--- config.mk ---
export PLATFORM = sky130hd
export DESIGN_NAME = ipmc_top
export DESIGN_NICKNAME = d
export VERILOG_FILES = /design/src/ipmc_pkg.sv /design/src/ipmc_mode_ctrl.sv /design/src/ipmc_top.sv
export VERILOG_INCLUDE_DIRS = /design/src /design/src/src
export SDC_FILE = /design/constraint.sdc
export NUM_CORES = 1
export LEC_CHECK = 0
export BUFFER_PORTS_ARGS = -buffer_cell sky130_fd_sc_hd__buf_2
export CAP_MARGIN = 10
export CORE_MARGIN = 8
export CORE_UTILIZATION = 28
export CTS_BUF_LIST = sky130_fd_sc_hd__clkbuf_8
export CTS_CLUSTER_DIAMETER = 100
export DETAILED_ROUTE_END_ITERATION = 7
export PLACE_DENSITY = 0.54
export SLEW_MARGIN = 10
export SYNTH_ARGS = -nofsm -noshare
export SYNTH_HDL_FRONTEND = slang
export SYNTH_SLANG_ARGS = --single-unit
export TNS_END_PERCENT = 20
--- constraint.sdc ---
create_clock -name aclk -period 4.06 [get_ports aclk]
set_clock_uncertainty 0.05 [all_clocks]
set_input_delay 1.218 -clock aclk [delete_from_list [all_inputs] [get_ports aclk]]
set_output_delay 1.218 -clock aclk [all_outputs]
set_load 0.005 [all_outputs]
--- src/ipmc_map.svh ---
`ifndef IPMC_MAP_SVH
`define IPMC_MAP_SVH

// register byte offsets on the control bus
`define IPMC_OFS_OUT 8'h00
`define IPMC_OFS_MAPA 8'h04
`define IPMC_OFS_MAPB 8'h08
`define IPMC_OFS_PWMA 8'h0c
`define IPMC_OFS_PWMB 8'h10
`define IPMC_OFS_INLVL 8'h14
`define IPMC_OFS_MODE 8'h18

// reset values: input a on channel 2, input b on channel 3
`define IPMC_RST_OUT 8'h00
`define IPMC_RST_MAPA 8'h04
`define IPMC_RST_MAPB 8'h08
`define IPMC_RST_PWM 8'h00

// default channel index of each direct input
`define IPMC_CH_DFLT_A 2
`define IPMC_CH_DFLT_B 3

// mode status field positions
`define IPMC_MODE_LIMP_BIT 0
`define IPMC_MODE_SLEEP_BIT 1

// bus answers
`define IPMC_RESP_OKAY 2'h0
`define IPMC_RESP_SLVERR 2'h2
`define IPMC_RESP_DECERR 2'h3

`endif

--- src/ipmc_pkg.sv ---
package ipmc_pkg;

  // operating mode chosen by the idle pin and the direct inputs
  typedef enum logic [1:0] {
    IPMC_NORMAL,
    IPMC_LIMP,
    IPMC_SLEEP
  } ipmc_mode_t;

  typedef logic [7:0] ipmc_chan_t;

endpackage : ipmc_pkg

--- src/ipmc_mode_ctrl.sv ---
`timescale 1ns/10ps

module ipmc_mode_ctrl (
  input wire logic aclk, // system clock
  input wire logic aresetn, // sync reset, active low
  input wire logic idle_pin, // low asks for sleep or limp-home
  input wire logic direct_input_a, // first direct input pin
  input wire logic direct_input_b, // second direct input pin
  output ipmc_pkg::ipmc_mode_t mode_q // current operating mode
);

  ipmc_pkg::ipmc_mode_t mode_d;

  // next mode decoded straight from the pins every cycle
  always_comb
  begin
    mode_d = ipmc_pkg::IPMC_NORMAL;
    unique case ({idle_pin, direct_input_a | direct_input_b})
      2'h0: mode_d = ipmc_pkg::IPMC_SLEEP;
      2'h1: mode_d = ipmc_pkg::IPMC_LIMP;
      2'h2, 2'h3: mode_d = ipmc_pkg::IPMC_NORMAL;
    endcase
  end

  // the host holds the idle pin for the transition time, so no filter
  always_ff @(posedge aclk)
  begin
    if (!aresetn)
      mode_q <= ipmc_pkg::IPMC_NORMAL;
    else
      mode_q <= mode_d;
  end

endmodule : ipmc_mode_ctrl

--- src/ipmc_top.sv ---
`timescale 1ns/10ps
`include "ipmc_map.svh"

module ipmc_top (
  input wire logic aclk, // 250 MHz clock
  input wire logic aresetn, // sync reset, active low
  input wire logic [7:0] s_axi_awaddr, // write address
  input wire logic s_axi_awvalid, // write address valid
  output logic s_axi_awready, // write address ready
  input wire logic [31:0] s_axi_wdata, // write data
  input wire logic [3:0] s_axi_wstrb, // write byte enables
  input wire logic s_axi_wvalid, // write data valid
  output logic s_axi_wready, // write data ready
  output logic [1:0] s_axi_bresp, // write response
  output logic s_axi_bvalid, // write response valid
  input wire logic s_axi_bready, // write response ready
  input wire logic [7:0] s_axi_araddr, // read address
  input wire logic s_axi_arvalid, // read address valid
  output logic s_axi_arready, // read address ready
  output logic [31:0] s_axi_rdata, // read data
  output logic [1:0] s_axi_rresp, // read response
  output logic s_axi_rvalid, // read data valid
  input wire logic s_axi_rready, // read data ready
  input wire logic idle_pin, // low: sleep or limp-home
  input wire logic direct_input_a, // first direct input
  input wire logic direct_input_b, // second direct input
  input wire logic pwm_gen_a, // first pwm generator output
  input wire logic pwm_gen_b, // second pwm generator output
  output logic [7:0] channel_drive, // per channel on request
  output logic uv_detect_en, // undervoltage detectors enabled
  output logic serial_out_en, // serial data output may drive
  output logic limp_mode, // device in limp-home
  output logic sleep_mode // device in sleep
);

  ipmc_pkg::ipmc_mode_t mode_q;
  ipmc_pkg::ipmc_chan_t out_q, map_a_q, map_b_q, pwm_a_q, pwm_b_q;
  ipmc_pkg::ipmc_chan_t drive_d, channel_drive_q;
  logic [1:0] in_level_q;
  logic regs_clear;
  logic aw_ready_q, w_ready_q, aw_held_q, w_held_q;
  logic [7:0] aw_addr_q;
  logic [7:0] w_data_q;
  logic w_strb_q;
  logic b_valid_q, ar_ready_q, r_valid_q;
  logic [1:0] b_resp_q, r_resp_q, b_resp_d, r_resp_d;
  logic [31:0] r_data_q, r_data_d;
  logic wr_fire, rd_fire, bus_open;
  logic uv_en_q, ser_en_q;

  ipmc_mode_ctrl u_mode (
    .aclk(aclk),
    .aresetn(aresetn),
    .idle_pin(idle_pin),
    .direct_input_a(direct_input_a),
    .direct_input_b(direct_input_b),
    .mode_q(mode_q)
  );

  // registers are held at default whenever the idle pin is low
  assign regs_clear = !aresetn || !idle_pin;
  // sleep blocks the bus; limp still allows reads of the monitor
  assign bus_open = (mode_q != ipmc_pkg::IPMC_SLEEP);

  // write address channel, taken once per write
  always_ff @(posedge aclk)
  begin
    if (!aresetn)
    begin
      aw_ready_q <= 1'b0;
      aw_held_q <= 1'b0;
      aw_addr_q <= 8'h00;
    end
    else if (s_axi_awvalid && aw_ready_q)
    begin
      aw_ready_q <= 1'b0;
      aw_held_q <= 1'b1;
      aw_addr_q <= s_axi_awaddr;
    end
    else if (wr_fire)
      aw_held_q <= 1'b0;
    else if (!aw_held_q && !b_valid_q)
      aw_ready_q <= 1'b1;
  end

  // write data channel, independent of the address
  always_ff @(posedge aclk)
  begin
    if (!aresetn)
    begin
      w_ready_q <= 1'b0;
      w_held_q <= 1'b0;
      w_data_q <= 8'h00;
      w_strb_q <= 1'b0;
    end
    else if (s_axi_wvalid && w_ready_q)
    begin
      w_ready_q <= 1'b0;
      w_held_q <= 1'b1;
      w_data_q <= s_axi_wdata[7:0];
      w_strb_q <= s_axi_wstrb[0];
    end
    else if (wr_fire)
      w_held_q <= 1'b0;
    else if (!w_held_q && !b_valid_q)
      w_ready_q <= 1'b1;
  end

  assign wr_fire = aw_held_q && w_held_q && !b_valid_q;

  // response code for the pending write
  always_comb
  begin
    b_resp_d = `IPMC_RESP_DECERR;
    if (!bus_open)
      b_resp_d = `IPMC_RESP_SLVERR;
    else if (aw_addr_q == `IPMC_OFS_OUT || aw_addr_q == `IPMC_OFS_MAPA ||
             aw_addr_q == `IPMC_OFS_MAPB || aw_addr_q == `IPMC_OFS_PWMA ||
             aw_addr_q == `IPMC_OFS_PWMB || aw_addr_q == `IPMC_OFS_INLVL ||
             aw_addr_q == `IPMC_OFS_MODE)
      b_resp_d = `IPMC_RESP_OKAY;
  end

  // write response, one cycle after both halves are held
  always_ff @(posedge aclk)
  begin
    if (!aresetn)
    begin
      b_valid_q <= 1'b0;
      b_resp_q <= `IPMC_RESP_OKAY;
    end
    else if (wr_fire)
    begin
      b_valid_q <= 1'b1;
      b_resp_q <= b_resp_d;
    end
    else if (s_axi_bready)
      b_valid_q <= 1'b0;
  end

  // software registers; limp and sleep both keep them at default
  always_ff @(posedge aclk)
  begin
    if (regs_clear)
    begin
      out_q <= `IPMC_RST_OUT;
      map_a_q <= `IPMC_RST_MAPA;
      map_b_q <= `IPMC_RST_MAPB;
      pwm_a_q <= `IPMC_RST_PWM;
      pwm_b_q <= `IPMC_RST_PWM;
    end
    else if (wr_fire && w_strb_q && bus_open)
    begin
      // read-only offsets fall through silently with an okay answer
      unique case (aw_addr_q)
        `IPMC_OFS_OUT: out_q <= w_data_q;
        `IPMC_OFS_MAPA: map_a_q <= w_data_q;
        `IPMC_OFS_MAPB: map_b_q <= w_data_q;
        `IPMC_OFS_PWMA: pwm_a_q <= w_data_q;
        `IPMC_OFS_PWMB: pwm_b_q <= w_data_q;
        default: ;
      endcase
    end
  end

  // input level monitor, never frozen by mode
  always_ff @(posedge aclk)
  begin
    if (!aresetn)
      in_level_q <= 2'h0;
    else
      in_level_q <= {direct_input_b, direct_input_a};
  end

  // read data and response selection
  always_comb
  begin
    r_data_d = 32'h0000_0000;
    r_resp_d = `IPMC_RESP_OKAY;
    if (!bus_open)
      r_resp_d = `IPMC_RESP_SLVERR;
    else
    begin
      unique case (s_axi_araddr)
        `IPMC_OFS_OUT: r_data_d[7:0] = out_q;
        `IPMC_OFS_MAPA: r_data_d[7:0] = map_a_q;
        `IPMC_OFS_MAPB: r_data_d[7:0] = map_b_q;
        `IPMC_OFS_PWMA: r_data_d[7:0] = pwm_a_q;
        `IPMC_OFS_PWMB: r_data_d[7:0] = pwm_b_q;
        `IPMC_OFS_INLVL: r_data_d[1:0] = in_level_q;
        `IPMC_OFS_MODE:
        begin
          r_data_d[`IPMC_MODE_LIMP_BIT] = (mode_q == ipmc_pkg::IPMC_LIMP);
          r_data_d[`IPMC_MODE_SLEEP_BIT] = (mode_q == ipmc_pkg::IPMC_SLEEP);
        end
        default: r_resp_d = `IPMC_RESP_DECERR;
      endcase
    end
  end

  assign rd_fire = s_axi_arvalid && ar_ready_q;

  // read channel: one read in flight, answer one cycle after address
  always_ff @(posedge aclk)
  begin
    if (!aresetn)
    begin
      ar_ready_q <= 1'b0;
      r_valid_q <= 1'b0;
      r_data_q <= 32'h0000_0000;
      r_resp_q <= `IPMC_RESP_OKAY;
    end
    else if (rd_fire)
    begin
      ar_ready_q <= 1'b0;
      r_valid_q <= 1'b1;
      r_data_q <= r_data_d;
      r_resp_q <= r_resp_d;
    end
    else if (r_valid_q && s_axi_rready)
      r_valid_q <= 1'b0;
    else if (!r_valid_q)
      ar_ready_q <= 1'b1;
  end

  // per channel drive, recomputed from the live pins every cycle
  for (genvar i = 0; i < 8; i++)
  begin : g_chan
    always_comb
    begin
      drive_d[i] = 1'b0;
      unique case (mode_q)
        ipmc_pkg::IPMC_NORMAL:
          drive_d[i] = out_q[i] | (pwm_gen_a & pwm_a_q[i]) |
                       (pwm_gen_b & pwm_b_q[i]) |
                       (direct_input_a & map_a_q[i]) |
                       (direct_input_b & map_b_q[i]);
        ipmc_pkg::IPMC_LIMP:
          drive_d[i] = (direct_input_a && i == `IPMC_CH_DFLT_A) ||
                       (direct_input_b && i == `IPMC_CH_DFLT_B);
        ipmc_pkg::IPMC_SLEEP:
          drive_d[i] = 1'b0;
        default: drive_d[i] = 1'b0;
      endcase
    end
  end

  // channel outputs from a flop; in limp-home the pins alone drive them
  always_ff @(posedge aclk)
  begin
    if (!aresetn)
      channel_drive_q <= 8'h00;
    else
      channel_drive_q <= drive_d;
  end

  // supervision and serial output enables follow the mode
  always_ff @(posedge aclk)
  begin
    if (!aresetn)
    begin
      uv_en_q <= 1'b1;
      ser_en_q <= 1'b1;
    end
    else
    begin
      uv_en_q <= (mode_q != ipmc_pkg::IPMC_SLEEP);
      ser_en_q <= (mode_q != ipmc_pkg::IPMC_SLEEP);
    end
  end

  // mode flags brought out through flops
  always_ff @(posedge aclk)
  begin
    if (!aresetn)
    begin
      limp_mode <= 1'b0;
      sleep_mode <= 1'b0;
    end
    else
    begin
      limp_mode <= (mode_q == ipmc_pkg::IPMC_LIMP);
      sleep_mode <= (mode_q == ipmc_pkg::IPMC_SLEEP);
    end
  end

  assign s_axi_awready = aw_ready_q;
  assign s_axi_wready = w_ready_q;
  assign s_axi_bvalid = b_valid_q;
  assign s_axi_bresp = b_resp_q;
  assign s_axi_arready = ar_ready_q;
  assign s_axi_rvalid = r_valid_q;
  assign s_axi_rdata = r_data_q;
  assign s_axi_rresp = r_resp_q;
  assign channel_drive = channel_drive_q;
  assign uv_detect_en = uv_en_q;
  assign serial_out_en = ser_en_q;
endmodule : ipmc_top

# ---- Yosys cells after proc, flatten, opt, wreduce, memory -nomap -nowiden
# Cells that the tools add are included.
dict set report totals {
  reg_bits 91
  input_bits 64
  out_inout_bits 53
  word_cells 173
}
dict set report op_classes {
  eq_ne 18
  n_mux 17
  n_bitwise 69
  reduce_logical 44
}
# op count
set op_table {}
lappend op_table {{== test 8 x 5 -> 1 bit (second input constant)} 6}
lappend op_table {{bitwise OR 1 bit} 33}
lappend op_table {{AND 1 bit} 32}
lappend op_table {{== test 8 x 4 -> 1 bit (second input constant)} 4}
lappend op_table {{case mux 6 bit (5 select lines)} 1}
lappend op_table {{AND reduction 2 bit} 9}
lappend op_table {{== test 8 x 3 -> 1 bit (second input constant)} 2}
lappend op_table {{zero test 8 bit} 2}
lappend op_table {{case mux 2 bit (7 select lines)} 1}
lappend op_table {{logical AND 1 bit} 10}
lappend op_table {{2-to-1 mux 2 bit} 4}
lappend op_table {{2-to-1 mux 8 bit} 1}
lappend op_table {{nonzero test 2 bit} 4}
lappend op_table {{OR reduction 2 bit} 4}
lappend op_table {{logical OR 1 bit} 7}
lappend op_table {{2-to-1 mux 1 bit} 7}
lappend op_table {{OR reduction 7 bit} 1}
lappend op_table {{== test 2 bit (second input constant)} 3}
lappend op_table {{case mux 2 bit (3 select lines)} 1}
lappend op_table {{zero test 1 bit} 5}
lappend op_table {{== test 2 x 1 -> 1 bit (second input constant)} 2}
lappend op_table {{zero test 2 bit} 2}
lappend op_table {{inverter 1 bit} 4}
lappend op_table {{case mux 1 bit (2 select lines)} 2}
lappend op_table {{inequality test 2 bit (second input constant)} 1}

# ---- Logic depth before layout (Yosys ltp)
dict set report depth {
  word_depth 9
  depth_mapped 6
  mapped_depth_nobuf 4
}

# ---- Hierarchy
# A second synthesis with hierarchy kept.
dict set report unflattened {
  cells_unflattened 442
  area_unflattened_um2 4065.1
}
# module instances cells_each area_each_um2 seq_area_each_um2
set by_module_without_submodules {}
lappend by_module_without_submodules {ipmc_top 1 436 3993.8 1781.7}
lappend by_module_without_submodules {ipmc_mode_ctrl 1 6 71.3 40.0}

# ---- Least setup slack after synthesis
# Ideal clock, no wire load.
dict set report synth_timing {
  path_kind {input port to flip-flop}
  start {input s_axi_araddr[0]}
  end {register r_data_q[5] (netlist: s_axi_rdata[5])}
  setup_ps 67
  t_arrival_ps 2427
  required_ps 3943
  path_slack_ps 1516
  path_stages 5
  n_path_buf 1
  cell_sequence {or2_1 -> or4_1 -> buf_2 -> or3_1 -> o21ai_2}
}
dict set report synth_between {
  elab_chain_cells 3
  word_cells_on_any_way 7
  classes_between {eq/ne (4); mux (2); reduce/logical (1)}
}
# element line
set synth_lines {}
lappend synth_lines {{from (decl)} ipmc_top.sv:17} ;# input wire logic [7:0] s_axi_araddr,
lappend synth_lines {{== test 8 x 5 -> 1 bit, or another cell as far along} ipmc_top.sv:184} ;# unique case (s_axi_araddr)
lappend synth_lines {{case mux 6 bit (5 select lines) *} ipmc_top.sv:184}
lappend synth_lines {{2-to-1 mux 8 bit *} ipmc_top.sv:180} ;# if (!bus_open)
lappend synth_lines {{to (signal assigned)} ipmc_top.sv:217} ;# r_data_q <= r_data_d;
lappend synth_lines {{to (decl)} ipmc_top.sv:47} ;# logic [31:0] r_data_q, r_data_d;
# Every way passes the cells marked *; elsewhere a longest branch is shown, timed or not.
# A chain may end at the register's enable or synchronous reset.

# ---- Worst setup path after layout
# Same ends and word-level chain as after synthesis.

==> out/metrics.cfg <==
[timing]
hold_viol_final = 0
fin_crit_sh = 0.5947
period_needed_ps = 2414
rsz0062_at_grt = no
setup_violations = 0
slew_headroom = 0.4915
max_freq_mhz = 414.2
fin_setup_tns_ps = 0
timing.hold.ws_ps = 416.3
worstMarginPinSlew_ps = 755.8
slew_violations = 0

[cts]
htreeDepth = 3
insertion_delay_ps = 360
postCtsHoldBufs = 0
clkTransAtPathRegs_ps = 90
root_buffer = clkbuf_8
cts_setup_buffers = 0
cts_tree = done
cts_inserted_buffers = 9
post_cts_resized = 0
clock_path_buffers = 2
cts.sinks = 91

[power_and_ir_drop]
power_frac_comb = 0.085
powerDensity_mw_per_mm2 = 360.7
p_sw_uw = 429.5
clockPowerShare = 0.358
leakagePower_uw = 0.001980
intPower_uw = 1251
seqPwrFrac = 0.556
finalPower_uw = 1680
vdd_drop_max_v = 0.0001679
p_sw_frac = 0.2556

[setup_path]
slowest_stage = or4_1
critPathTopFamily = simple AND/OR/NAND/NOR gates
worst-setup-path-type = in -> reg
crit_fanout = 9
critPathLaunchType = input port
critPathLaunch = s_axi_araddr[0]
r2r_start = u_mode.mode_q[0]
path_cells = buf_2 -> or2_1 -> or4_1 -> or3_1 -> o21ai_2
cp.arrival_ps = 2660
critPathMaxStageDelay_ps = 590
critPathCaptureType = flip-flop
crit_buf_inv = 1
cp.required_ps = 4310

[min_path]
hp-start = s_axi_rresp[0]
hp-class = reg -> reg

[synth]
synth.distinct_cells = 46
synthArstFlopShare = 0
avgSynthCellArea_sq_um = 9.038
yosysSeqAreaShare = 0.4420
synth_area_leaders = dfxtp_1, mux2i_1, nand2_1
synth_edf_count = 0
synth_flop_cell = dfxtp_1
synth_area_sq_mm = 0.004121
synth_top_cell_by_area = dfxtp_1
syn-instance-count = 456
yosysWarnings = 0
synth-seq-cells = 91
synth_top_area_frac = 0.4420

[floorplan]
io_pins = 117
die_h_um = 137.3
core_sq_mm = 0.01448
row_count = 44
die-width_um = 137.3
die_area_sq_mm = 0.01886
start_util = 0.2847

[global_routing]
grt_max_degree = 47
globalRouteOverflowTotal = 0
grt_antenna_before_repair = 0
grt_pass1_vias = 3221
use_met3 = 0.03246
grt_pass1_wl_mm = 16.97
track_usage = 0.1144
met2_usage = 0.1824
grt-busiest-layer = met2
grt_use_met1 = 0.1494

[job]
max_cap_violations = 0

[final_layout]
finalCoreUtilization = 0.3217
area_growth_pct = 13.02
final_net_count = 569
diodes = 0
fin_area_sq_mm = 0.004658
drive_above_1_share = 0.2020

[placement]
place_hpwl_mm = 7.688
gp_congestion = 0.7778
dpl_cell_area_sq_mm = 0.004466
io_buffers = 65

[route]
wl_per_cell_um = 15.46
drt-vias-per-instance = 4.745
postRouteAntennaNets = 0
routed_wl_mm = 10.73
dr.pass1.iters = 5
drc_errors = 0
dr.first_iter.drc_count = 261
dr_total_vias = 3293

[run_status]
outcome = finished, final reports clean

cells in the final DEF (no fill, tap or decap), types with 3 or more instances in the layout:
cell type / n
clkbuf_8: 9
buf_2: 65
a211oi_1: 5
nor4bb_1: 5
nand4b_1: 3
nand2b_1: 6
mux2_2: 5
mux2i_1: 43
nor2_1: 22
a21o_2: 5
nand2_1: 89
and2_1: 6
a21boi_0: 22
conb_1: 24
nor2b_1: 4
inv_1: 7
clkinv_2: 3
o21ai_0: 10
a222oi_1: 6
dfxtp_1: 91
a31oi_1: 11
nor3_1: 4
nand3_1: 13
a21oi_1: 22
Yosys cell counts, types with 6 or more instances:
cell type / instances
dfxtp_1: 91
nand2_1: 89
mux2i_1: 43
buf_4: 26
a21boi_0: 22
a21oi_1: 22
nor2_1: 22
clkbuf_1: 18
nand3_1: 13
a31oi_1: 11
o21ai_0: 10
inv_1: 7
a222oi_1: 6
and2_1: 6
nand2b_1: 6
kinds of logic after synthesis:
kind of cell / synth area share
AND/OR/NAND/NOR: 0.2004
flip-flops: 0.4420
AO/OA/AOI/OAI: 0.1454
buffers and inverters: 0.08227
multiplexers: 0.1290
other: 0.0009099
worst paths after layout:
path / slack [ps] / endpoint / cells past startpoint
setup / recovery: 1650 / s_axi_rdata[5] / 5
setup reg to reg: 1750 / map_a_q[4] / 4
hold reg to reg: 420 / s_axi_rresp[0] / 2
hold / removal: 420 / s_axi_rresp[0] / 2
routing by layer:
metal / wire (um) / share of wire
met3: 765 / 0.071
met5: 0 / 0
met4: 86 / 0.0080
met2: 4829 / 0.45
met1: 5045 / 0.47
power by group through the flow:
stage               sequential [uW]  combinational (uW)  clock (uW)
floorplan                       950                 110           0
global placement                954                 142           0
detailed placement              956                 144           0
CTS                             935                 144         622
global route                    939                 162         659
finish                          935                 143         602
cell type report:
type / instances / area [sq um]
clock buffers: 9 / 123.9
clock inverters: 7 / 68.82
fillers: 1529 / 9821
inverters: 7 / 26.28
multi-input cells: 329 / 2047
flip-flops and latches: 91 / 1822
well taps: 184 / 230.2
repair buffers: 67 / 340.3
worst register-to-register path, cell delays in order (launching register included):
cell and delay (ps):
dfxtp_1 410, nor2b_1 190, nor4b_2 520, nand4b_1 700, mux2i_1 360
metrics by stage:
step / instances / worst slack, ps
floorplan: 479 / 1516
global placement: 678 / 1292
detailed placement: 678 / 1289
CTS: 694 / 1642
global route: 694 / 1532
finish: 694 / 1646
state kept, by name (all words and copies together) (netlist names), 2 cells and up:
register / flops
in_level_q: 2
s_axi_rdata: 8
pwm_a_q: 8
map_a_q: 8
aw_addr_q: 8
w_data_q: 8
map_b_q: 8
out_q: 8
pwm_b_q: 8
u_mode.mode_q: 2
s_axi_rresp: 2
s_axi_bresp: 2
channel_drive: 8
No activity file was read; power rests on OpenSTA's default activity.
